$ cat src/io_alloc_pkg.sv
package io_alloc_pkg;

    // Sizes of the routing matrix
    localparam int NUM_TERMS = 7;
    localparam int NUM_IN_FUNCS = 9;
    localparam int NUM_OUT_FUNCS = 9;
    localparam int NUM_CIRCUITS = 3;

    // Input selection digit codes
    localparam logic [3:0] SEL_TERM_LAST = 4'h6;
    localparam logic [3:0] SEL_FORCE_ON = 4'h7;
    localparam logic [3:0] SEL_FORCE_OFF = 4'h8;
    localparam logic [3:0] SEL_INV_FIRST = 4'h9;
    localparam logic [2:0] LATCH_FIRST_TERM = 3'h4;

    // Output selection digit: 0 leaves the function unused, 1..3 pick a circuit
    localparam logic [1:0] OSEL_UNUSED = 2'h0;

    // Input function positions in the internal vector
    localparam int IF_FWD_OT = 0;
    localparam int IF_REV_OT = 1;
    localparam int IF_FWD_TLIM = 2;
    localparam int IF_REV_TLIM = 3;
    localparam int IF_HOMING_DEC = 4;
    localparam int IF_LATCH_ONE = 5;
    localparam int IF_LATCH_TWO = 6;
    localparam int IF_LATCH_THREE = 7;
    localparam int IF_DB_ANSWER = 8;

    // Output function positions in the internal vector
    localparam int OF_POS_COMPLETE = 0;
    localparam int OF_SPEED_COINCIDE = 1;
    localparam int OF_ROTATION = 2;
    localparam int OF_SERVO_READY = 3;
    localparam int OF_TORQUE_LIM_DET = 4;
    localparam int OF_SPEED_LIM_DET = 5;
    localparam int OF_BRAKE = 6;
    localparam int OF_WARNING = 7;
    localparam int OF_NEAR = 8;

    // Present control mode of the drive
    typedef enum logic [1:0] {
        MODE_POSITION,
        MODE_SPEED,
        MODE_TORQUE
    } ctrl_mode_e;

    // Reset values
    localparam logic [NUM_TERMS-1:0] TERM_RESET = 7'h00;
    localparam logic [NUM_IN_FUNCS-1:0] IN_FUNC_RESET = 9'h000;
    localparam logic [NUM_CIRCUITS-1:0] CIRCUIT_RESET = 3'h0;

endpackage : io_alloc_pkg

$ cat src/input_route.sv
`timescale 1ns/10ps

module input_route #(
    parameter bit NORMAL_HIGH = 1'b0,
    parameter bit LATCH_ONLY = 1'b0
) (
    // Selection digit
    input wire logic [3:0] sel_in,
    // Filtered terminal levels, bit 0 is terminal 40
    input wire logic [io_alloc_pkg::NUM_TERMS-1:0] term_in,
    // Function state, 1 = asserted
    output logic asserted_out
);

    logic [2:0] idx;
    logic inv;
    logic level;

    // Decode the digit into terminal, polarity or forced state
    always_comb begin
        idx = 3'h0;
        inv = 1'b0;
        level = 1'b0;
        asserted_out = 1'b0;
        if (sel_in <= io_alloc_pkg::SEL_TERM_LAST) begin
            idx = sel_in[2:0];
        end else if (sel_in >= io_alloc_pkg::SEL_INV_FIRST) begin
            idx = 3'(sel_in - io_alloc_pkg::SEL_INV_FIRST);
            inv = 1'b1;
        end
        level = term_in[idx];
        if (sel_in == io_alloc_pkg::SEL_FORCE_ON) begin
            asserted_out = 1'b1;
        end else if (sel_in == io_alloc_pkg::SEL_FORCE_OFF) begin
            asserted_out = 1'b0;
        end else if (LATCH_ONLY && idx < io_alloc_pkg::LATCH_FIRST_TERM) begin
            asserted_out = 1'b0;
        end else begin
            asserted_out = (NORMAL_HIGH ^ inv) ? level : ~level;
        end
    end

endmodule : input_route

$ cat src/servo_io_signal_allocation.sv
// Overview of operation
// Digits 0-6 pick terminals 40-46
// Digit 7 forces on, 8 forces off
// Digits 9-F pick terminals, inverted level
// Overtravel normal high; others normal low
// Latches only on terminals 44-46 or forced
// One terminal drives all functions selecting it
// Functions sharing a circuit are ORed
// Functions not evaluated in mode are invalid
// Brake defaults to negative logic
// Output digit 1-3 picks circuit, 0 unused
// Terminals synchronised before routing
`timescale 1ns/10ps

module servo_io_signal_allocation (
    // Clock and reset
    input wire logic sys_clk_in,
    input wire logic reset_n_in,
    // Input terminals 40..46 as bit 0..6, 1 = high level
    input wire logic [io_alloc_pkg::NUM_TERMS-1:0] term_level_in,
    // Input function selection digits
    input wire logic [3:0] fwd_overtravel_select_in,
    input wire logic [3:0] rev_overtravel_select_in,
    input wire logic [3:0] fwd_torque_limit_select_in,
    input wire logic [3:0] rev_torque_limit_select_in,
    input wire logic [3:0] homing_decel_select_in,
    input wire logic [3:0] latch_one_select_in,
    input wire logic [3:0] latch_two_select_in,
    input wire logic [3:0] latch_three_select_in,
    input wire logic [3:0] brake_answer_select_in,
    // Present control mode
    input wire io_alloc_pkg::ctrl_mode_e ctrl_mode_in,
    // Internal output function states, 1 = ON
    input wire logic positioning_complete_in,
    input wire logic speed_coincide_in,
    input wire logic rotation_detect_in,
    input wire logic servo_ready_in,
    input wire logic torque_limit_detect_in,
    input wire logic speed_limit_detect_in,
    input wire logic holding_brake_in,
    input wire logic warning_in,
    input wire logic near_in,
    // Output function selection digits
    input wire logic [1:0] positioning_complete_select_in,
    input wire logic [1:0] speed_coincide_select_in,
    input wire logic [1:0] rotation_detect_select_in,
    input wire logic [1:0] servo_ready_select_in,
    input wire logic [1:0] torque_limit_detect_select_in,
    input wire logic [1:0] speed_limit_detect_select_in,
    input wire logic [1:0] holding_brake_select_in,
    input wire logic [1:0] warning_select_in,
    input wire logic [1:0] near_select_in,
    // Output options
    input wire logic brake_positive_logic_in,
    input wire logic [io_alloc_pkg::NUM_CIRCUITS-1:0] circuit_invert_in,
    // Input function states, 1 = asserted
    output logic fwd_overtravel_out,
    output logic rev_overtravel_out,
    output logic fwd_ext_torque_limit_out,
    output logic rev_ext_torque_limit_out,
    output logic homing_decel_switch_out,
    output logic ext_latch_one_out,
    output logic ext_latch_two_out,
    output logic ext_latch_three_out,
    output logic dyn_brake_answer_out,
    // Output circuits 1..3 as bit 0..2, 1 = circuit ON
    output logic [io_alloc_pkg::NUM_CIRCUITS-1:0] circuit_on_out
);

    // Short local names for the matrix sizes
    localparam int NT = io_alloc_pkg::NUM_TERMS;
    localparam int NI = io_alloc_pkg::NUM_IN_FUNCS;
    localparam int NO = io_alloc_pkg::NUM_OUT_FUNCS;
    localparam int NC = io_alloc_pkg::NUM_CIRCUITS;

    // Whole state: sync stages, filtered levels, functions, circuits
    typedef struct packed {
        logic [NT-1:0] sync1;
        logic [NT-1:0] sync2;
        logic [NT-1:0] sync3;
        logic [NT-1:0] filt;
        logic [NI-1:0] func;
        logic [NC-1:0] circ;
    } state_s;

    // Current state and its next value
    state_s state_ff;
    state_s nxt_state;
    // Reset release and routing helpers
    logic [1:0] rst_sync_ff;
    logic rst_n;
    logic [3:0] in_sel [NI];
    logic [NI-1:0] in_asserted;
    logic [NO-1:0] out_func;
    logic [1:0] out_sel [NO];
    logic [NO-1:0] out_valid;

    // Reset release through two flops
    always_ff @(posedge sys_clk_in or negedge reset_n_in) begin
        if (!reset_n_in) begin
            rst_sync_ff <= 2'h0;
        end else begin
            rst_sync_ff <= {rst_sync_ff[0], 1'b1};
        end
    end
    assign rst_n = rst_sync_ff[1];

    // Gather selection digits and function states in index order
    always_comb begin
        in_sel[io_alloc_pkg::IF_FWD_OT] = fwd_overtravel_select_in;
        in_sel[io_alloc_pkg::IF_REV_OT] = rev_overtravel_select_in;
        in_sel[io_alloc_pkg::IF_FWD_TLIM] = fwd_torque_limit_select_in;
        in_sel[io_alloc_pkg::IF_REV_TLIM] = rev_torque_limit_select_in;
        in_sel[io_alloc_pkg::IF_HOMING_DEC] = homing_decel_select_in;
        in_sel[io_alloc_pkg::IF_LATCH_ONE] = latch_one_select_in;
        in_sel[io_alloc_pkg::IF_LATCH_TWO] = latch_two_select_in;
        in_sel[io_alloc_pkg::IF_LATCH_THREE] = latch_three_select_in;
        in_sel[io_alloc_pkg::IF_DB_ANSWER] = brake_answer_select_in;
        out_sel[io_alloc_pkg::OF_POS_COMPLETE] = positioning_complete_select_in;
        out_sel[io_alloc_pkg::OF_SPEED_COINCIDE] = speed_coincide_select_in;
        out_sel[io_alloc_pkg::OF_ROTATION] = rotation_detect_select_in;
        out_sel[io_alloc_pkg::OF_SERVO_READY] = servo_ready_select_in;
        out_sel[io_alloc_pkg::OF_TORQUE_LIM_DET] = torque_limit_detect_select_in;
        out_sel[io_alloc_pkg::OF_SPEED_LIM_DET] = speed_limit_detect_select_in;
        out_sel[io_alloc_pkg::OF_BRAKE] = holding_brake_select_in;
        out_sel[io_alloc_pkg::OF_WARNING] = warning_select_in;
        out_sel[io_alloc_pkg::OF_NEAR] = near_select_in;
        out_func[io_alloc_pkg::OF_POS_COMPLETE] = positioning_complete_in;
        out_func[io_alloc_pkg::OF_SPEED_COINCIDE] = speed_coincide_in;
        out_func[io_alloc_pkg::OF_ROTATION] = rotation_detect_in;
        out_func[io_alloc_pkg::OF_SERVO_READY] = servo_ready_in;
        out_func[io_alloc_pkg::OF_TORQUE_LIM_DET] = torque_limit_detect_in;
        out_func[io_alloc_pkg::OF_SPEED_LIM_DET] = speed_limit_detect_in;
        out_func[io_alloc_pkg::OF_BRAKE] = holding_brake_in ^ brake_positive_logic_in;
        out_func[io_alloc_pkg::OF_WARNING] = warning_in;
        out_func[io_alloc_pkg::OF_NEAR] = near_in;
    end

    // Functions only evaluated in some control modes
    always_comb begin
        out_valid = '1;
        unique case (ctrl_mode_in)
            io_alloc_pkg::MODE_POSITION: begin
                out_valid[io_alloc_pkg::OF_SPEED_LIM_DET] = 1'b0;
            end
            io_alloc_pkg::MODE_SPEED: begin
                out_valid[io_alloc_pkg::OF_POS_COMPLETE] = 1'b0;
                out_valid[io_alloc_pkg::OF_NEAR] = 1'b0;
                out_valid[io_alloc_pkg::OF_SPEED_LIM_DET] = 1'b0;
            end
            io_alloc_pkg::MODE_TORQUE: begin
                out_valid[io_alloc_pkg::OF_POS_COMPLETE] = 1'b0;
                out_valid[io_alloc_pkg::OF_NEAR] = 1'b0;
                out_valid[io_alloc_pkg::OF_SPEED_COINCIDE] = 1'b0;
            end
            default: begin
                out_valid = '0;
            end
        endcase
    end

    // One decoder per input function on the filtered terminals
    generate
        for (genvar i = 0; i < NI; i++) begin : g_in
            input_route #(
                .NORMAL_HIGH(i == io_alloc_pkg::IF_FWD_OT || i == io_alloc_pkg::IF_REV_OT),
                .LATCH_ONLY(i >= io_alloc_pkg::IF_LATCH_ONE && i <= io_alloc_pkg::IF_LATCH_THREE)
            ) u_route (
                .sel_in(in_sel[i]),
                .term_in(state_ff.filt),
                .asserted_out(in_asserted[i])
            );
        end
    endgenerate

    // Next state: synchroniser, glitch filter, routing
    always_comb begin
        nxt_state = state_ff;
        nxt_state.sync1 = term_level_in;
        nxt_state.sync2 = state_ff.sync1;
        nxt_state.sync3 = state_ff.sync2;
        for (int t = 0; t < NT; t++) begin
            if (state_ff.sync2[t] == state_ff.sync3[t]) begin
                nxt_state.filt[t] = state_ff.sync3[t];
            end
        end
        // Decoded functions are registered so the outputs come from flops
        nxt_state.func = in_asserted;
        // Each circuit is its polarity bit XOR the OR of its valid functions
        for (int c = 0; c < NC; c++) begin
            nxt_state.circ[c] = circuit_invert_in[c];
            // Digit 0 keeps a function off every circuit
            for (int f = 0; f < NO; f++) begin
                if (out_sel[f] != io_alloc_pkg::OSEL_UNUSED && 32'(out_sel[f]) == c + 1) begin
                    nxt_state.circ[c] = nxt_state.circ[c] ^
                        ((out_func[f] & out_valid[f]) & ~(nxt_state.circ[c] ^ circuit_invert_in[c]));
                end
            end
        end
    end

    // State register
    always_ff @(posedge sys_clk_in or negedge rst_n) begin
        if (!rst_n) begin
            state_ff <= '{sync1: io_alloc_pkg::TERM_RESET, sync2: io_alloc_pkg::TERM_RESET,
                          sync3: io_alloc_pkg::TERM_RESET, filt: io_alloc_pkg::TERM_RESET,
                          func: io_alloc_pkg::IN_FUNC_RESET, circ: io_alloc_pkg::CIRCUIT_RESET};
        end else begin
            state_ff <= nxt_state;
        end
    end

    // Outputs straight from the state register
    assign fwd_overtravel_out = state_ff.func[io_alloc_pkg::IF_FWD_OT];
    assign rev_overtravel_out = state_ff.func[io_alloc_pkg::IF_REV_OT];
    assign fwd_ext_torque_limit_out = state_ff.func[io_alloc_pkg::IF_FWD_TLIM];
    assign rev_ext_torque_limit_out = state_ff.func[io_alloc_pkg::IF_REV_TLIM];
    assign homing_decel_switch_out = state_ff.func[io_alloc_pkg::IF_HOMING_DEC];
    assign ext_latch_one_out = state_ff.func[io_alloc_pkg::IF_LATCH_ONE];
    assign ext_latch_two_out = state_ff.func[io_alloc_pkg::IF_LATCH_TWO];
    assign ext_latch_three_out = state_ff.func[io_alloc_pkg::IF_LATCH_THREE];
    assign dyn_brake_answer_out = state_ff.func[io_alloc_pkg::IF_DB_ANSWER];
    assign circuit_on_out = state_ff.circ;

endmodule : servo_io_signal_allocation

$ cat config.mk
export PLATFORM = sky130hd
export DESIGN_NAME = servo_io_signal_allocation
export DESIGN_NICKNAME = d
export VERILOG_FILES = /design/src/io_alloc_pkg.sv /design/src/input_route.sv /design/src/servo_io_signal_allocation.sv
export SDC_FILE = /design/constraint.sdc
export NUM_CORES = 1
export LEC_CHECK = 0
export ABC_AREA = 0
export ABC_CLOCK_PERIOD_IN_PS = 1600
export BUFFER_PORTS_ARGS = -buffer_cell sky130_fd_sc_hd__buf_2
export CORE_UTILIZATION = 55
export DETAILED_ROUTE_END_ITERATION = 8
export GPL_TIMING_DRIVEN = 0
export MAX_ROUTING_LAYER = met4
export PLACE_DENSITY = 0.82
export SETUP_SLACK_MARGIN = 0.05
export SLEW_MARGIN = 20
export SYNTH_ARGS = -nofsm -noshare
export SYNTH_HDL_FRONTEND = slang
export SYNTH_HIERARCHICAL = 1
export SYNTH_SLANG_ARGS = --single-unit
export TNS_END_PERCENT = 100
$ cat constraint.sdc
create_clock -name sys_clk_in -period 1.6 [get_ports sys_clk_in]
set_input_delay 0.32 -clock sys_clk_in [delete_from_list [all_inputs] [get_ports sys_clk_in]]
set_output_delay 0.32 -clock sys_clk_in [all_outputs]
set_load 0.03 [all_outputs]
==> impl_metrics.csv <==
group,metric,value,unit
run_status,status,"complete, but fails checks",
run_status,violations,"design-rule violations, negative setup slack",
sta,tightest_slew,0.612,ns
finish,layout-drive-gt1-share,41.9,%
logic_synthesis,synth.area.top_cells,"dfrtp_1, ha_1, nand2_1",
floorplan,die_area,0.00711,mm2
clocking,cts_sinks,42,
logic_synthesis,yosysTopAreaCellShare,28.2,%
sta,tns,-0.142,ns
setup_path,critPathRequiredTime,1.80,ns
grt,antenna_found_initial,0,
logic_synthesis,async_reset_ff_share,100,%
pwr,swShare,36.3,%
grt,grt_usage,25.8,%
sta,hold_viol_final,0,
detailed_routing,firstDrtPassIters,9,
floorplan,initial_core_util,57.7,%
logic_synthesis,synth_top_cell_by_area,"dfrtp_1",
min_path,min_from,"term_level_in[1]",
setup_path,critical-path-max-stage-delay,0.23,ns
setup_path,timing.rr.start,"state_ff[17]",
place,gp_congestion,0.831,
clocking,cts_buffer_depth,2,
logic_synthesis,synth-edff-count,0,
min_path,min_path_type,"in -> reg",
pwr,clkPwrFrac,23.0,%
setup_path,startpoint_type,"primary input",
finish,nets,635,
detailed_routing,vias,3438,
floorplan,die_w,84.3,um
detailed_routing,detail-route-antenna-nets,0,
pwr,power_frac_comb,38.6,%
setup_path,crit_arrival,1.90,ns
finish,syn2layout_area_growth,39.8,%
setup_path,critPathLaunch,"rev_overtravel_select_in[1]",
sta,maxSlewHeadroom,59.2,%
sta,layout_setup_ws,-0.105,ns
sta,slew_violations,0,
floorplan,row_count,29,
setup_path,crit_path_end_kind,"flip-flop",
clocking,clk_pin_slew,0.09,ns
logic_synthesis,synth_nets,516,
logic_synthesis,ys_seq_area_share,28.2,%
place,port_buffers,89,
place,place_hpwl,6.38,mm
finish,fin_util,80.7,%
clocking,cts_tree,"done",
clocking,clk_latency,0.30,ns
clocking,htreeDepth,2,
pwr,power_density,626,mW/mm2
logic_synthesis,yosys_register_bits,42,
setup_path,rrSetupSlack,0.13,ns
sta,fin_crit_sh,107,%
pwr,switching_power,1180,uW
setup_path,path_max_fanout,5,
grt,grt_overflow,0,
floorplan,die_h,84.3,um
clocking,cts_made_buffers,5,
finish,fill_cells,436,
logic_synthesis,ys.flop_type,"dfrtp_1",
logic_synthesis,netlist_instances,393,
clocking,root_buffer,"clkbuf_8",
logic_synthesis,netlist_area,0.00373,mm2
grt,grt_max_degree,28,
finish,n_antenna_cell,0,
logic_synthesis,synth_warnings,6,
pwr,p_int,2080,uW
detailed_routing,viasPerCell,5.83,
sta,setup_viol,2,
pwr,ir_worst_vdd,0.720,mV
logic_synthesis,syn_area_per_cell,9.48,um2
floorplan,core,0.00646,mm2
setup_path,slowest_stage,"mux2i_1",
setup_path,worstSetupPathType,"in -> reg",
detailed_routing,drc,6,
setup_path,path_cells,"buf_8 -> clkinvlp_4 -> ha_4 -> nor3b_4 -> buf_6 -> o22ai_4 -> mux2i_1 -> mux2i_1 -> o21ai_1 -> xnor2_1 -> o21ai_1",
sta,timing.fmax,587,MHz
run,timing.max_cap.violations,0,
floorplan,io_pins,90,
sta,rsz0062_at_grt,"true",
logic_synthesis,ys_types,50,
sta,period_needed,1.70,ns
sta,skew,0.00922,ns
grt,grt_pass1_vias,3424,
detailed_routing,drt_wl_total,8.79,mm
detailed_routing,drt-wirelength-per-cell,14.9,um
grt,grt_first_pass_wirelength,14.6,mm
pwr,leakage,0.00236,uW
pwr,seqPwrFrac,38.5,%
detailed_routing,dr.first_iter.drc_count,129,
power by group through the flow:
stage,registers [uW],logic (uW),clock network [uW]
global route,1270,1360,810
detailed placement,1270,1110,0
global placement,1280,1040,0
floorplan,1330,672,0
CTS,1250,1200,763
finish,1260,1260,750
cell usage after synthesis (5+ instances only):
cell type,count
nand2_1,51
ha_1,45
dfrtp_1,42
inv_1,20
nand3_1,19
mux2i_1,18
nand2b_1,15
nand3b_1,11
o21ai_0,11
nand4b_1,9
nor2b_1,9
and2b_1,8
o21ai_1,8
and3b_1,7
maj3_1,7
nand4_1,6
nand4bb_1,6
a21oi_1,5
o211ai_1,5
o2bb2ai_1,5
worst max-delay path, delay by kind of cell:
family                   cells  cell delay (ns)
XOR/XNOR                     1             0.13
AND/OR/NAND/NOR              1             0.16
buffers and inverters        3             0.35
AO/OA/AOI/OAI                3             0.41
adder cells (fa/ha/maj)      1             0.20
multiplexers                 2             0.32
stage by stage:
step,cells,hold WS (ns),cell area (um2),setup slack (ns),power (uW)
3_3_place_gp,559,0.111,4600,-0.431,2320
2_1_floorplan,393,0.0244,4060,-0.114,2000
4_1_cts,584,0.109,5030,-0.0533,3220
5_1_grt,590,0.0999,5210,-0.212,3440
6_report,590,0.116,5210,-0.105,3260
3_5_place_dp,560,0.112,4620,-0.480,2380
kinds of logic (layout without fill, tap and decap cells):
group	count (synthesis)	after routing	share of synthesized area, %
simple gates	175	175	29.9
compound gates	70	70	14.8
fa+ha+maj	52	52	17.0
flops	42	42	28.2
buf+inv	26	146	2.92
mux	21	21	5.74
xor+xnor	6	6	1.41
other cells	1	1	0.101
path summary, 6_finish.rpt:
| kind | end | cells after the start |
|---|---|---|
| hold / removal | nxt_state[27] | 1 |
| setup reg to reg | fwd_ext_torque_limit_out | 4 |
| max in group asynchronous | nxt_state[30] | 1 |
| hold reg to reg | nxt_state[32] | 0 |
| min in group asynchronous | nxt_state[32] | 0 |
| setup / recovery | rev_overtravel_out | 11 |
metal layers:
metal	GRT usage (%)	part of all wire [%]	up-vias
met3	4.23	4.5	16
li1	-	-	1677
met4	7.68	1.2	0
met5	-	0	-
met1	27.9	42	1638
met2	48.2	52	107
flip-flops by register name, summed over array words and instances (netlist names):
| signal | cells |
|---|---|
| nxt_state | 14 |
| homing_decel_switch_out | 1 |
| dyn_brake_answer_out | 1 |
| fwd_overtravel_out | 1 |
| ext_latch_three_out | 1 |
| circuit_on_out | 3 |
| ext_latch_one_out | 1 |
| fwd_ext_torque_limit_out | 1 |
| rev_overtravel_out | 1 |
| rev_ext_torque_limit_out | 1 |
| state_ff | 14 |
| ext_latch_two_out | 1 |
| rst_sync_ff | 2 |
placed cells by master (no fill, tap or decap), drive strengths merged, types with 3 or more instances in the layout:
cell type | Yosys | routed
a21oi | 5 | 5
o31ai | 3 | 3
nand2 | 55 | 55
o211ai | 5 | 5
mux2 | 3 | 3
mux2i | 18 | 18
xnor2 | 3 | 3
nor4bb | 3 | 3
nor2 | 3 | 3
nand4b | 9 | 9
o21ai | 23 | 23
a211o | 4 | 4
ha | 45 | 45
maj3 | 7 | 7
clkbuf | 0 | 5
o22ai | 4 | 4
o22a | 3 | 3
o2bb2ai | 5 | 5
and2 | 4 | 4
dfrtp | 42 | 42
o2111ai | 5 | 5
and3b | 7 | 7
and2b | 8 | 8
nand4 | 6 | 6
xor2 | 3 | 3
or2 | 4 | 4
nand3b | 11 | 11
nand4bb | 6 | 6
o221ai | 3 | 3
nor2b | 9 | 9
inv | 23 | 22
or2b | 4 | 4
buf | 3 | 114
or3b | 4 | 4
o32ai | 6 | 6
nand2b | 15 | 15
nand3 | 23 | 23
layout make-up:
class	instances	area, um2	area share [%]
Tap cell	77	96.3	1.85
Multi-Input combinational cell	325	2980	57.3
Clock inverter	3	28.8	0.552
Inverter	23	181	3.48
Buffer	3	22.5	0.432
Timing Repair Buffer	112	776	14.9
Sequential cell	42	1050	20.2
Clock buffer	5	68.8	1.32
timing repair:
item	in CTS	in global routing
hold buffers	1	0
endpoints found under the hold margin	2	0
setup buffers	15	6
resized for setup	46	35
endpoints found under the setup margin	6	6
pin swaps	31	35
Power figures use the tool's default switching activity.
